--- config.mk ---
export PLATFORM = sky130hd
export DESIGN_NAME = drive_input_function_select
export DESIGN_NICKNAME = d
export VERILOG_FILES = /design/src/shared/input_func_pkg.sv /design/src/drive_input_function_select.sv
export SDC_FILE = /design/constraint.sdc
export NUM_CORES = 1
export LEC_CHECK = 0
export ABC_CLOCK_PERIOD_IN_PS = 3400
export BUFFER_PORTS_ARGS = -buffer_cell sky130_fd_sc_hd__buf_2
export CAP_MARGIN = 20
export CORE_MARGIN = 3
export CORE_UTILIZATION = 55
export CTS_CLUSTER_DIAMETER = 40
export DETAILED_ROUTE_END_ITERATION = 16
export PLACE_DENSITY = 0.8
export SETUP_SLACK_MARGIN = 0.5
export SYNTH_ARGS = -nofsm -noshare
export SYNTH_HDL_FRONTEND = slang
export SYNTH_SLANG_ARGS = --single-unit
--- constraint.sdc ---
create_clock -name REF_CLK -period 3.4 [get_ports REF_CLK]
set_input_delay 0.85 -clock REF_CLK [delete_from_list [all_inputs] [get_ports REF_CLK]]
set_output_delay 0.85 -clock REF_CLK [all_outputs]
set_load 0.005 [all_outputs]
--- src/shared/input_func_pkg.sv ---
package input_func_pkg;

   // ----------------------------------------------------------------------
   // register map (byte addresses, one aligned word each)
   // ----------------------------------------------------------------------
   localparam logic [7:0] TERM_FUNC_BASE = 8'h00;  // six words, terminal 1 at 0x00 .. terminal 6 at 0x14
   localparam logic [7:0] POLARITY_OFF = 8'h18;
   localparam logic [7:0] RAMP_METHOD_OFF = 8'h1C;
   localparam logic [7:0] RESUME_MODE_OFF = 8'h20;
   localparam logic [7:0] RESUME_DELAY_OFF = 8'h24;
   localparam logic [7:0] STATUS_OFF = 8'h28;

   // ----------------------------------------------------------------------
   // field layout and reset values
   // ----------------------------------------------------------------------
   localparam int NUM_TERMS = 6;
   localparam int FUNC_W = 8;
   localparam int METHOD_W = 2;
   localparam int DELAY_W = 16;
   localparam logic [FUNC_W-1:0] FUNC_RST = 8'hFF;      // no function assigned
   localparam logic [NUM_TERMS-1:0] POLARITY_RST = 6'h00;
   localparam logic [METHOD_W-1:0] METHOD_RST = 2'h0;
   localparam logic RESUME_MODE_RST = 1'b0;
   localparam logic [DELAY_W-1:0] DELAY_RST = 16'h0000;
   localparam int ST_MSET_BIT = 0;
   localparam int ST_RSET_BIT = 1;
   localparam int ST_OUTEN_BIT = 2;
   localparam int ST_COAST_BIT = 3;
   localparam int ST_WAIT_BIT = 4;
   localparam int ST_TERM_LSB = 8;

   // ----------------------------------------------------------------------
   // function option codes
   // ----------------------------------------------------------------------
   localparam logic [FUNC_W-1:0] OPT_MOTOR_SET = 8'h08;
   localparam logic [FUNC_W-1:0] OPT_RAMP_SET = 8'h09;
   localparam logic [FUNC_W-1:0] OPT_COAST_STOP = 8'h0B;
   localparam logic [METHOD_W-1:0] METHOD_TERMINAL = 2'h0;

   // ----------------------------------------------------------------------
   // timing: resume delay counts in ticks of 100 us
   // ----------------------------------------------------------------------
   localparam int CLK_PERIOD_NS = 25;
   localparam int RESUME_TICK_NS = 100_000;
   localparam int RESUME_TICK_CYC = RESUME_TICK_NS / CLK_PERIOD_NS;
   localparam int TICK_W = 12;

   localparam logic [1:0] RESP_OKAY = 2'b00;
   localparam logic [1:0] RESP_SLVERR = 2'b10;

   typedef enum logic [1:0] {
      ST_NORMAL = 2'b00,
      ST_COAST = 2'b01,
      ST_WAIT = 2'b10
   } coast_state_t;

endpackage : input_func_pkg

--- src/drive_input_function_select.sv ---
`timescale 1ns/100ps

module drive_input_function_select
   import input_func_pkg::*;
(
   // clock and reset
   input wire logic REF_CLK,
   input wire logic RST,
   // axi4-lite write address and data
   input wire logic [7:0] S_AXI_AWADDR,
   input wire logic S_AXI_AWVALID,
   output logic S_AXI_AWREADY,
   input wire logic [31:0] S_AXI_WDATA,
   input wire logic [3:0] S_AXI_WSTRB,
   input wire logic S_AXI_WVALID,
   output logic S_AXI_WREADY,
   // axi4-lite write response
   output logic [1:0] S_AXI_BRESP,
   output logic S_AXI_BVALID,
   input wire logic S_AXI_BREADY,
   // axi4-lite read
   input wire logic [7:0] S_AXI_ARADDR,
   input wire logic S_AXI_ARVALID,
   output logic S_AXI_ARREADY,
   output logic [31:0] S_AXI_RDATA,
   output logic [1:0] S_AXI_RRESP,
   output logic S_AXI_RVALID,
   input wire logic S_AXI_RREADY,
   // intelligent input terminals and drive status
   input wire logic [NUM_TERMS-1:0] TERM_IN,
   input wire logic RUN_CMD,
   input wire logic MOTOR_STOPPED,
   // selections handed to the frequency generator
   output logic MOTOR_SET_SEL,
   output logic RAMP_SET_SEL,
   output logic OUTPUT_ENABLE,
   output logic RESUME_START,
   output logic RESUME_FROM_SPEED
);

   // ----------------------------------------------------------------------
   // helper functions
   // ----------------------------------------------------------------------
   // true when any terminal carrying this option code is at its active level
   function automatic logic func_hit(input logic [NUM_TERMS-1:0][FUNC_W-1:0] codes,
                                     input logic [NUM_TERMS-1:0] lvl,
                                     input logic [FUNC_W-1:0] opt);
      logic hit;
      hit = 1'b0;
      for (int i = 0; i < NUM_TERMS; i++) begin
         hit = hit | ((codes[i] == opt) & lvl[i]);
      end
      return hit;
   endfunction : func_hit
   // byte-lane merge of a write into a stored word
   function automatic logic [31:0] wmerge(input logic [31:0] old, input logic [31:0] data,
                                          input logic [3:0] strb);
      logic [31:0] res;
      res = old;
      for (int b = 0; b < 4; b++) begin
         if (strb[b]) begin
            res[b*8 +: 8] = data[b*8 +: 8];
         end
      end
      return res;
   endfunction : wmerge
   // address decode shared by the read and write paths
   function automatic logic is_mapped(input logic [7:0] addr);
      return (addr[1:0] == 2'b00) && (addr <= STATUS_OFF);
   endfunction : is_mapped

   // ----------------------------------------------------------------------
   // declarations
   // ----------------------------------------------------------------------
   logic [NUM_TERMS-1:0][FUNC_W-1:0] func_q;
   logic [NUM_TERMS-1:0] polarity_q, sync1_q, sync2_q, level_act;
   logic [METHOD_W-1:0] method_q;
   logic [DELAY_W-1:0] delay_q, dly_cnt_q;
   logic resume_mode_q, set_hit, ramp_hit, coast_hit, wr_fire;
   logic mset_q, rset_q, out_en_q, resume_q, from_speed_q;
   coast_state_t state_q;
   logic [TICK_W-1:0] presc_q;
   logic aw_hold_q, w_hold_q, awready_q, wready_q, bvalid_q, arready_q, rvalid_q;
   logic [7:0] aw_addr_q;
   logic [31:0] w_data_q, rdata_q, rd_word;
   logic [3:0] w_strb_q;
   logic [1:0] bresp_q, rresp_q;

   // ----------------------------------------------------------------------
   // terminal sampling
   // ----------------------------------------------------------------------
   // two flops per terminal; only the second stage feeds any decision
   always_ff @(posedge REF_CLK) begin
      if (RST) begin
         sync1_q <= '0;
         sync2_q <= '0;
      end else begin
         sync1_q <= TERM_IN;
         sync2_q <= sync1_q;
      end
   end
   // polarity bit set means normally closed: open contact is active
   assign level_act = sync2_q ^ polarity_q;
   assign set_hit = func_hit(func_q, level_act, OPT_MOTOR_SET);
   assign ramp_hit = func_hit(func_q, level_act, OPT_RAMP_SET);
   assign coast_hit = func_hit(func_q, level_act, OPT_COAST_STOP);

   // ----------------------------------------------------------------------
   // motor set and ramp set selection
   // ----------------------------------------------------------------------
   // motor set is frozen while turning so the generator never swaps mid-run
   always_ff @(posedge REF_CLK) begin
      if (RST) begin
         mset_q <= 1'b0;
      end else if (MOTOR_STOPPED) begin
         mset_q <= set_hit;
      end
   end
   // ramp set follows the input only while the method is terminal, with no wait for the ramp to end
   always_ff @(posedge REF_CLK) begin
      if (RST) begin
         rset_q <= 1'b0;
      end else begin
         rset_q <= ramp_hit && (method_q == METHOD_TERMINAL);
      end
   end

   // ----------------------------------------------------------------------
   // coast stop sequencing
   // ----------------------------------------------------------------------
   // output gate, resume delay and resume pulse
   always_ff @(posedge REF_CLK) begin
      if (RST) begin
         state_q <= ST_NORMAL;
         out_en_q <= 1'b1;
         resume_q <= 1'b0;
         from_speed_q <= 1'b0;
         presc_q <= '0;
         dly_cnt_q <= '0;
      end else begin
         resume_q <= 1'b0;
         case (state_q)
            ST_NORMAL: begin
               out_en_q <= !coast_hit;
               if (coast_hit) begin
                  state_q <= ST_COAST;
               end
            end
            ST_COAST: begin
               if (!coast_hit) begin
                  if (!RUN_CMD) begin
                     state_q <= ST_NORMAL;  // nothing to resume
                     out_en_q <= 1'b1;
                  end else if (delay_q == '0) begin
                     state_q <= ST_NORMAL;
                     out_en_q <= 1'b1;
                     resume_q <= 1'b1;
                     from_speed_q <= resume_mode_q;
                  end else begin
                     state_q <= ST_WAIT;
                     dly_cnt_q <= delay_q;
                     presc_q <= '0;
                  end
               end
            end
            ST_WAIT: begin
               if (coast_hit) begin
                  state_q <= ST_COAST;
               end else if (!RUN_CMD) begin
                  state_q <= ST_NORMAL;
                  out_en_q <= 1'b1;
               end else if (dly_cnt_q == '0) begin
                  state_q <= ST_NORMAL;
                  out_en_q <= 1'b1;
                  resume_q <= 1'b1;
                  from_speed_q <= resume_mode_q;
               end else if (presc_q == TICK_W'(RESUME_TICK_CYC - 1)) begin
                  presc_q <= '0;
                  dly_cnt_q <= dly_cnt_q - 1'b1;
               end else begin
                  presc_q <= presc_q + 1'b1;
               end
            end
            default: begin
               state_q <= ST_COAST;  // fail safe: keep output off
               out_en_q <= 1'b0;
            end
         endcase
      end
   end

   // ----------------------------------------------------------------------
   // axi4-lite write channel
   // ----------------------------------------------------------------------
   assign wr_fire = aw_hold_q && w_hold_q && !bvalid_q;
   // address and data are taken in either order and held until both are here
   always_ff @(posedge REF_CLK) begin
      if (RST) begin
         aw_hold_q <= 1'b0;
         w_hold_q <= 1'b0;
         awready_q <= 1'b1;
         wready_q <= 1'b1;
         aw_addr_q <= '0;
         w_data_q <= '0;
         w_strb_q <= '0;
         bvalid_q <= 1'b0;
         bresp_q <= RESP_OKAY;
      end else begin
         if (S_AXI_AWVALID && awready_q) begin
            aw_hold_q <= 1'b1;
            awready_q <= 1'b0;
            aw_addr_q <= S_AXI_AWADDR;
         end
         if (S_AXI_WVALID && wready_q) begin
            w_hold_q <= 1'b1;
            wready_q <= 1'b0;
            w_data_q <= S_AXI_WDATA;
            w_strb_q <= S_AXI_WSTRB;
         end
         if (wr_fire) begin
            aw_hold_q <= 1'b0;
            w_hold_q <= 1'b0;
            awready_q <= 1'b1;
            wready_q <= 1'b1;
            bvalid_q <= 1'b1;
            bresp_q <= is_mapped(aw_addr_q) ? RESP_OKAY : RESP_SLVERR;
         end else if (bvalid_q && S_AXI_BREADY) begin
            bvalid_q <= 1'b0;
         end
      end
   end
   // configuration registers; status is read-only and ignores writes
   always_ff @(posedge REF_CLK) begin
      if (RST) begin
         func_q <= {NUM_TERMS{FUNC_RST}};
         polarity_q <= POLARITY_RST;
         method_q <= METHOD_RST;
         resume_mode_q <= RESUME_MODE_RST;
         delay_q <= DELAY_RST;
      end else if (wr_fire) begin
         for (int i = 0; i < NUM_TERMS; i++) begin
            if (aw_addr_q == TERM_FUNC_BASE + 8'(4 * i)) begin
               func_q[i] <= FUNC_W'(wmerge({24'h00_0000, func_q[i]}, w_data_q, w_strb_q));
            end
         end
         // a lane left out of the strobe keeps its old bits, so polarity needs lane 0
         case (aw_addr_q)
            POLARITY_OFF: polarity_q <= NUM_TERMS'(wmerge({26'h000_0000, polarity_q}, w_data_q, w_strb_q));
            RAMP_METHOD_OFF: method_q <= METHOD_W'(wmerge({30'h0000_0000, method_q}, w_data_q, w_strb_q));
            RESUME_MODE_OFF: resume_mode_q <= 1'(wmerge({31'h0000_0000, resume_mode_q}, w_data_q, w_strb_q));
            RESUME_DELAY_OFF: delay_q <= DELAY_W'(wmerge({16'h0000, delay_q}, w_data_q, w_strb_q));
            default: ;
         endcase
      end
   end

   // ----------------------------------------------------------------------
   // axi4-lite read channel
   // ----------------------------------------------------------------------
   // read word mux; unused bits read as zero
   always_comb begin
      rd_word = 32'h0000_0000;
      for (int i = 0; i < NUM_TERMS; i++) begin
         if (S_AXI_ARADDR == TERM_FUNC_BASE + 8'(4 * i)) begin
            rd_word[FUNC_W-1:0] = func_q[i];
         end
      end
      case (S_AXI_ARADDR)
         POLARITY_OFF: rd_word[NUM_TERMS-1:0] = polarity_q;
         RAMP_METHOD_OFF: rd_word[METHOD_W-1:0] = method_q;
         RESUME_MODE_OFF: rd_word[0] = resume_mode_q;
         RESUME_DELAY_OFF: rd_word[DELAY_W-1:0] = delay_q;
         STATUS_OFF: begin
            rd_word[ST_MSET_BIT] = mset_q;
            rd_word[ST_RSET_BIT] = rset_q;
            rd_word[ST_OUTEN_BIT] = out_en_q;
            rd_word[ST_COAST_BIT] = (state_q == ST_COAST);
            rd_word[ST_WAIT_BIT] = (state_q == ST_WAIT);
            rd_word[ST_TERM_LSB +: NUM_TERMS] = sync2_q;
         end
         default: ;
      endcase
   end
   // one read at a time; data and RVALID are registered on the same edge that takes the address
   always_ff @(posedge REF_CLK) begin
      if (RST) begin
         arready_q <= 1'b1;
         rvalid_q <= 1'b0;
         rdata_q <= 32'h0000_0000;
         rresp_q <= RESP_OKAY;
      end else if (S_AXI_ARVALID && arready_q) begin
         arready_q <= 1'b0;
         rvalid_q <= 1'b1;
         rdata_q <= rd_word;
         rresp_q <= is_mapped(S_AXI_ARADDR) ? RESP_OKAY : RESP_SLVERR;
      end else if (rvalid_q && S_AXI_RREADY) begin
         rvalid_q <= 1'b0;
         arready_q <= 1'b1;
      end
   end

   // ----------------------------------------------------------------------
   // outputs, all from flops
   // ----------------------------------------------------------------------
   assign S_AXI_AWREADY = awready_q;
   assign S_AXI_WREADY = wready_q;
   assign S_AXI_BVALID = bvalid_q;
   assign S_AXI_BRESP = bresp_q;
   assign S_AXI_ARREADY = arready_q;
   assign S_AXI_RVALID = rvalid_q;
   assign S_AXI_RDATA = rdata_q;
   assign S_AXI_RRESP = rresp_q;
   assign MOTOR_SET_SEL = mset_q;
   assign RAMP_SET_SEL = rset_q;
   assign OUTPUT_ENABLE = out_en_q;
   assign RESUME_START = resume_q;
   assign RESUME_FROM_SPEED = from_speed_q;
endmodule : drive_input_function_select

## Word level (Yosys, flattened, before mapping)

Index checks and enable logic that the tools add are counted.
Widths: inputs -> output; s select.

| word-level totals | value |
|---|---|
| register bits | 173 |
| bits in latches | 0 |
| RAM bits | 0 |
| memory bits (read-only) | 0 |
| bits of input ports | 67 |
| word-level logic and storage cells | 231 |
| memories kept | 0 |

| cells by class | value |
|---|---|
| $add $sub $neg | 2 |
| multipliers | 0 |
| divide/modulo/power cells | 0 |
| magnitude comparators | 2 |
| equal/unequal tests | 53 |
| shifts and indexed selects | 0 |
| multiplexer cells | 66 |
| bitwise logic cells | 34 |
| reductions and logical operators | 40 |

Operator list:

| operator | count |
|---|---|
| $eq 8x4->1 const B | 22 |
| $mux 16 | 7 |
| $mux 12 | 7 |
| $eq 8x5->1 const B | 8 |
| $mux 8 | 6 |
| $eq 8x6->1 const B | 5 |
| $reduce_and 3->1 | 12 |
| $logic_not 16->1 | 2 |
| $pmux 16 s2 | 1 |
| $mux 1 | 24 |
| $pmux 12 s2 | 1 |
| $mux 2 | 11 |
| $ne 2x2->1 const B | 10 |
| $and 1x1->1 | 18 |
| $eq 8x3->1 const B | 2 |
| $le 8x6->1 const B | 2 |
| $logic_not 8->1 | 2 |
| $sub 16x1->16 const B | 1 |
| $or 1x1->1 | 15 |
| $reduce_and 7->1 | 2 |
| $add 12x1->12 const B | 1 |
| $eq 12x12->1 const B | 1 |
| $pmux 6 s2 | 1 |
| $logic_and 1x1->1 | 10 |
| 17 further kinds | 26 |

## Depth between registers and ports, before layout

| logic depth | value |
|---|---|
| depth in word-level cells | 9 |
| gate-level depth with buffers | 11 |
| mapped depth without buffers | 8 |

## Worst setup path after synthesis

OpenSTA, ideal clock, no wires.

| timing path | value |
|---|---|
| path type | input -> register |
| start point | input S_AXI_ARADDR[7] |
| end point | register rdata_q[0], in the netlist S_AXI_RDATA[0] |
| data arrival time | 2.207 ns |
| required time | 3.314 ns |
| slack | 1.108 ns |
| stages on the path | 6 |
| path through | nor4b_1 -> and3_1 -> buf_2 -> buf_2 -> a221oi_1 -> a211oi_1 |

| between the ends | value |
|---|---|
| longest elaborated chain between the ends | 8 |
| elaborated cells on any way between the ends | 18 |
| classes of those cells | eq/ne: 10; mux: 7; reduce/logical: 1 |

Ends and longest elaborated chain:

| what | line | source |
|---|---|---|
| start, declared | drive_input_function_select.sv:22 | `input wire logic [7:0] S_AXI_ARADDR,` |
| $logic_not 8->1 | drive_input_function_select.sv:264 | `if (S_AXI_ARADDR == TERM_FUNC_BASE + 8'(4 * i)) begin` |
| $mux 8 (6 in a row) | drive_input_function_select.sv:264 |  |
| $pmux 1 s5 * | drive_input_function_select.sv:268 | `case (S_AXI_ARADDR)` |
| end signal, assigned | drive_input_function_select.sv:294 | `rdata_q <= rd_word;` |
| end, declared | drive_input_function_select.sv:85 | `logic [31:0] w_data_q, rdata_q, rd_word;` |

Every way passes the cells marked *; elsewhere a longest branch is shown, timed or not.
A chain may end at the register's enable or synchronous reset.

## Final worst setup path

| timing path | value |
|---|---|
| start point | input S_AXI_ARADDR[3] |
| end point | register rdata_q[4], in the netlist S_AXI_RDATA[4] |

| between the ends | value |
|---|---|
| longest elaborated chain between the ends | 8 |
| elaborated cells on any way between the ends | 16 |
| classes of those cells | eq/ne: 8; mux: 7; reduce/logical: 1 |

Ends and longest elaborated chain:

| what | line |
|---|---|
| $logic_not 8->1 | drive_input_function_select.sv:264 |
| $mux 8 (6 in a row) | drive_input_function_select.sv:264 |
| $pmux 3 s3 * | drive_input_function_select.sv:268 |

Marked as above.

==> key figures <==
Critical path
  – Worst path required time: 3.74 ns
  – Critical path depth: 6
  – R2R depth: 7
  – Delay-heaviest family, CP: simple AND/OR/NAND/NOR gates
  – Slowest stage delay, CP: 0.64 ns
  – Critical path capture point type: flop
  – Worst path bufs/invs: 2
  – Worst-path cell chain: buf_2 > nor3_1 > and3_1 > buf_4 > a222oi_1 > a311oi_1
  – Max stage delay cell, worst path: nor3_1
  – Worst reg2reg startpoint: func_q[31]$_SDFFE_PP1P_
  – Critical Path Start: S_AXI_ARADDR[3]
  – CP Launch Type: primary input
  – Worst Path Max Fanout: 21
  – End of the worst register-to-register path: presc_q[8]$_SDFFE_PP0P_
  – Worst R2R Setup Slack: slightly below 1 ns
  – CP Capture Point: S_AXI_RDATA[4]$_SDFFE_PP0P_
  – WP data arrival: 2.78 ns
  – Worst Path Class, Setup: primary input to flop

Logic synthesis
  – Main synth FF type: dfxtp_1
  – #FFs+latches synth: 171
  – Post-synth top area share: 0.430
  – Synth top area cells: dfxtp_1 (43%), nand2_1 (5.7%), a21oi_1 (4.6%)
  – Compound-Gate Fraction of Synth Area: 0.192
  – Commonest cells in the netlist: dfxtp_1 (171), nand2_1 (121), nor2_1 (95)
  – FFs w/ async S/R, synth: 0
  – Netlist cell types: 69
  – Simple-gate share of the synthesized area: 0.249
  – Largest family of logic cells by synthesized area: simple AND/OR/NAND/NOR gates
  – Cells after Synth: 951
  – Post-synthesis sequential area ratio: 0.430
  – Mux cell area share after synthesis: 0.0472
  – Xor-xnor portion of the synthesized cell area: 0.00975
  – Area leader, netlist: dfxtp_1
  – Synth Area in Adders: 0.0110
  – Most frequent cell after synthesis: dfxtp_1
  – Syn Area/Cell: between 8 and 9 um^2
  – Synth warn: 0
  – Mapped Area: between 7000 and 8000 um^2
  – EDFF count, synth: 0

Job
  – Max-cap violations: 0

Route
  – Routed WL: 20,700 um
  – DR vias: 7,216
  – Routed wire length per instance: 17.4 um
  – DRC Markers: 0
  – DRT antenna net count: 0
  – DRT Pass-1 Iters: 5
  – DRT iter0 DRCs: 708
  – DR vias/cell: 6.07

GRT
  – Total track usage: 0.258
  – GRT overflow: 0
  – Largest net degree at the start of global routing: 79
  – Antenna violations before repair: 0
  – Number of global-route vias before repair: 6,533
  – First-pass GRT wire length: 33,500 um

Floorplan
  – Core Region: 14,000 um^2
  – Die area: approximately 16,000 um^2
  – Die Span X: 126 um
  – Die Ht: roughly 130 um
  – Starting density of the core: 0.569
  – Row count: 43
  – # IOs: 113

Power and ir drop
  – Pleak: 3.74 nW
  – P per Cell Area: ~490 nW/um^2
  – VDD IR max: 0.369 mV

Clock network
  – CTS tree: done
  – Setup Fix Bufs, Post-CTS: 0
  – Worst skew pair latency: ~0.44 ns
  – H-tree lvl count: 4
  – Hold-fix buffers, CTS: 0
  – Resized cells post-CTS: 0
  – Root buf cell: clkbuf_16
  – CTS sink count: 171
  – CTS Buffer Depth: 2
  – Num CTS Buffers: 17
  – Reg clk slew, reported paths: approximately 0.070 ns

Timing
  – Setup-failing EPs final: 0
  – Setup tns final: 0 ns
  – Worst-Margin Slew: slightly below 0.8 ns
  – Slew HR: 0.473
  – Final Max Slew Viols: 0
  – Fin Clk Skew: 0.0111 ns
  – Fin crit share: 0.716
  – RSZ-0062 raised after global routing: false
  – Final min period: 2.44 ns
  – Max frequency: approximately 0.4 GHz
  – Hold Vio Cnt, Final: 0

Layout
  – Final #Nets: 1,069
  – Area growth syn-to-layout: 12.2%
  – Final instance area: 8920 um^2
  – ANT cells: 0
  – Fillers: 1,206
  – Layout cells sized above 1: 0.133

Worst hold path
  – HP Class: flop to flop

Outcome
  – Status: complete, no violations

Place
  – Area after DPL: approximately 8300 um^2
  – Placer Congestion: 0.973
  – PortBufs: 76
  – Detail Placement HPWL: between 10,000 and 15,000 um
routing by layer:
layer  share of wire  global-route usage  vias up
li1                -                   -     3515
met1            0.45               0.357     3363
met2            0.45               0.395      303
met3           0.085              0.0619       35
met4           0.021              0.0959        0
met5               0                   0        -
area by class of cell:
| cell class | instances | area (um^2) | area share |
|---|---|---|---|
| sequential | 171 | 3420 | 0.384 |
| clock buffer | 18 | 439 | 0.0492 |
| clock inverter | 14 | 169 | 0.0189 |
| inverter | 25 | 93.8 | 0.0105 |
| multi-input combinational | 694 | 4120 | 0.461 |
| tap | 180 | 225 | 0.0252 |
| timing repair buffer | 86 | 458 | 0.0513 |
worst reg2reg max path, delay by kind of cell, from the launching register on:
kind | cells | cell delay, ns
simple gates | 5 | 1.54
flops | 1 | 0.34
buf+inv | 1 | 0.25
compound gates | 1 | 0.21
where the power goes:
group	total (mW)	internal [mW]	switching, mW
sequential	2.10	2.05	0.0452
combinational	0.312	0.113	0.200
clock	1.99	1.07	0.916
total	4.40	3.24	1.16
cells in the final DEF, fill, tap and decap left out, types with 17 or more instances in the layout:
cell type  netlist  final
a21oi_1         73     73
buf_2           10     75
clkbuf_16        0     17
conb_1           1     18
dfxtp_1        171    171
inv_1           24     24
mux2i_1         33     33
nand2_1        121    121
nand3_1         38     38
nor2_1          95     95
nor3_1          28     28
o211ai_1        34     34
o21ai_0         29     29
through the flow:
stage	cells	hold slack, ns	power (mW)	worst slack, ns	util
global placement	1156	0.423	2.44	0.703	0.594
floorplan	968	0.414	2.35	1.11	-
CTS	1188	0.432	4.41	0.980	0.638
finish	1188	0.432	4.40	0.965	0.638
global route	1188	0.452	4.53	0.758	0.638
detailed placement	1156	0.421	2.45	0.699	0.594
registers in the layout, summed over array words and instances, names as in the netlist, 2 cells and up:
| signal | flops |
|---|---|
| aw_addr_q | 8 |
| func_q | 48 |
| w_strb_q | 2 |
| delay_q | 16 |
| sync1_q | 6 |
| sync2_q | 6 |
| presc_q | 12 |
| polarity_q | 6 |
| S_AXI_RDATA | 16 |
| method_q | 2 |
| dly_cnt_q | 16 |
| w_data_q | 16 |
| state_q | 2 |
how the worst min path moves through the flow:
stage	startpoint	end	slack, ns	depth (start not counted)
after CTS	sync1_q[5]$_SDFF_PP0_	sync2_q[5]$_SDFF_PP0_	0.43	1
after global routing	sync1_q[5]$_SDFF_PP0_	sync2_q[5]$_SDFF_PP0_	0.45	1
after detailed placement	sync1_q[5]$_SDFF_PP0_	sync2_q[5]$_SDFF_PP0_	0.42	1
after floorplan	sync1_q[0]$_SDFF_PP0_	sync2_q[0]$_SDFF_PP0_	0.41	1
final	sync1_q[5]$_SDFF_PP0_	sync2_q[5]$_SDFF_PP0_	0.43	1
after global placement	sync1_q[2]$_SDFF_PP0_	sync2_q[2]$_SDFF_PP0_	0.42	1
cells by family after synthesis:
| kind of cell | after synthesis |
|---|---|
| compound gates | 227 |
| xor+xnor | 8 |
| fa+ha+maj | 7 |
| buf+inv | 103 |
| flops | 171 |
| mux | 37 |
| other cells | 1 |
| simple gates | 397 |
Note: power is estimated with default switching activity, not from simulation.
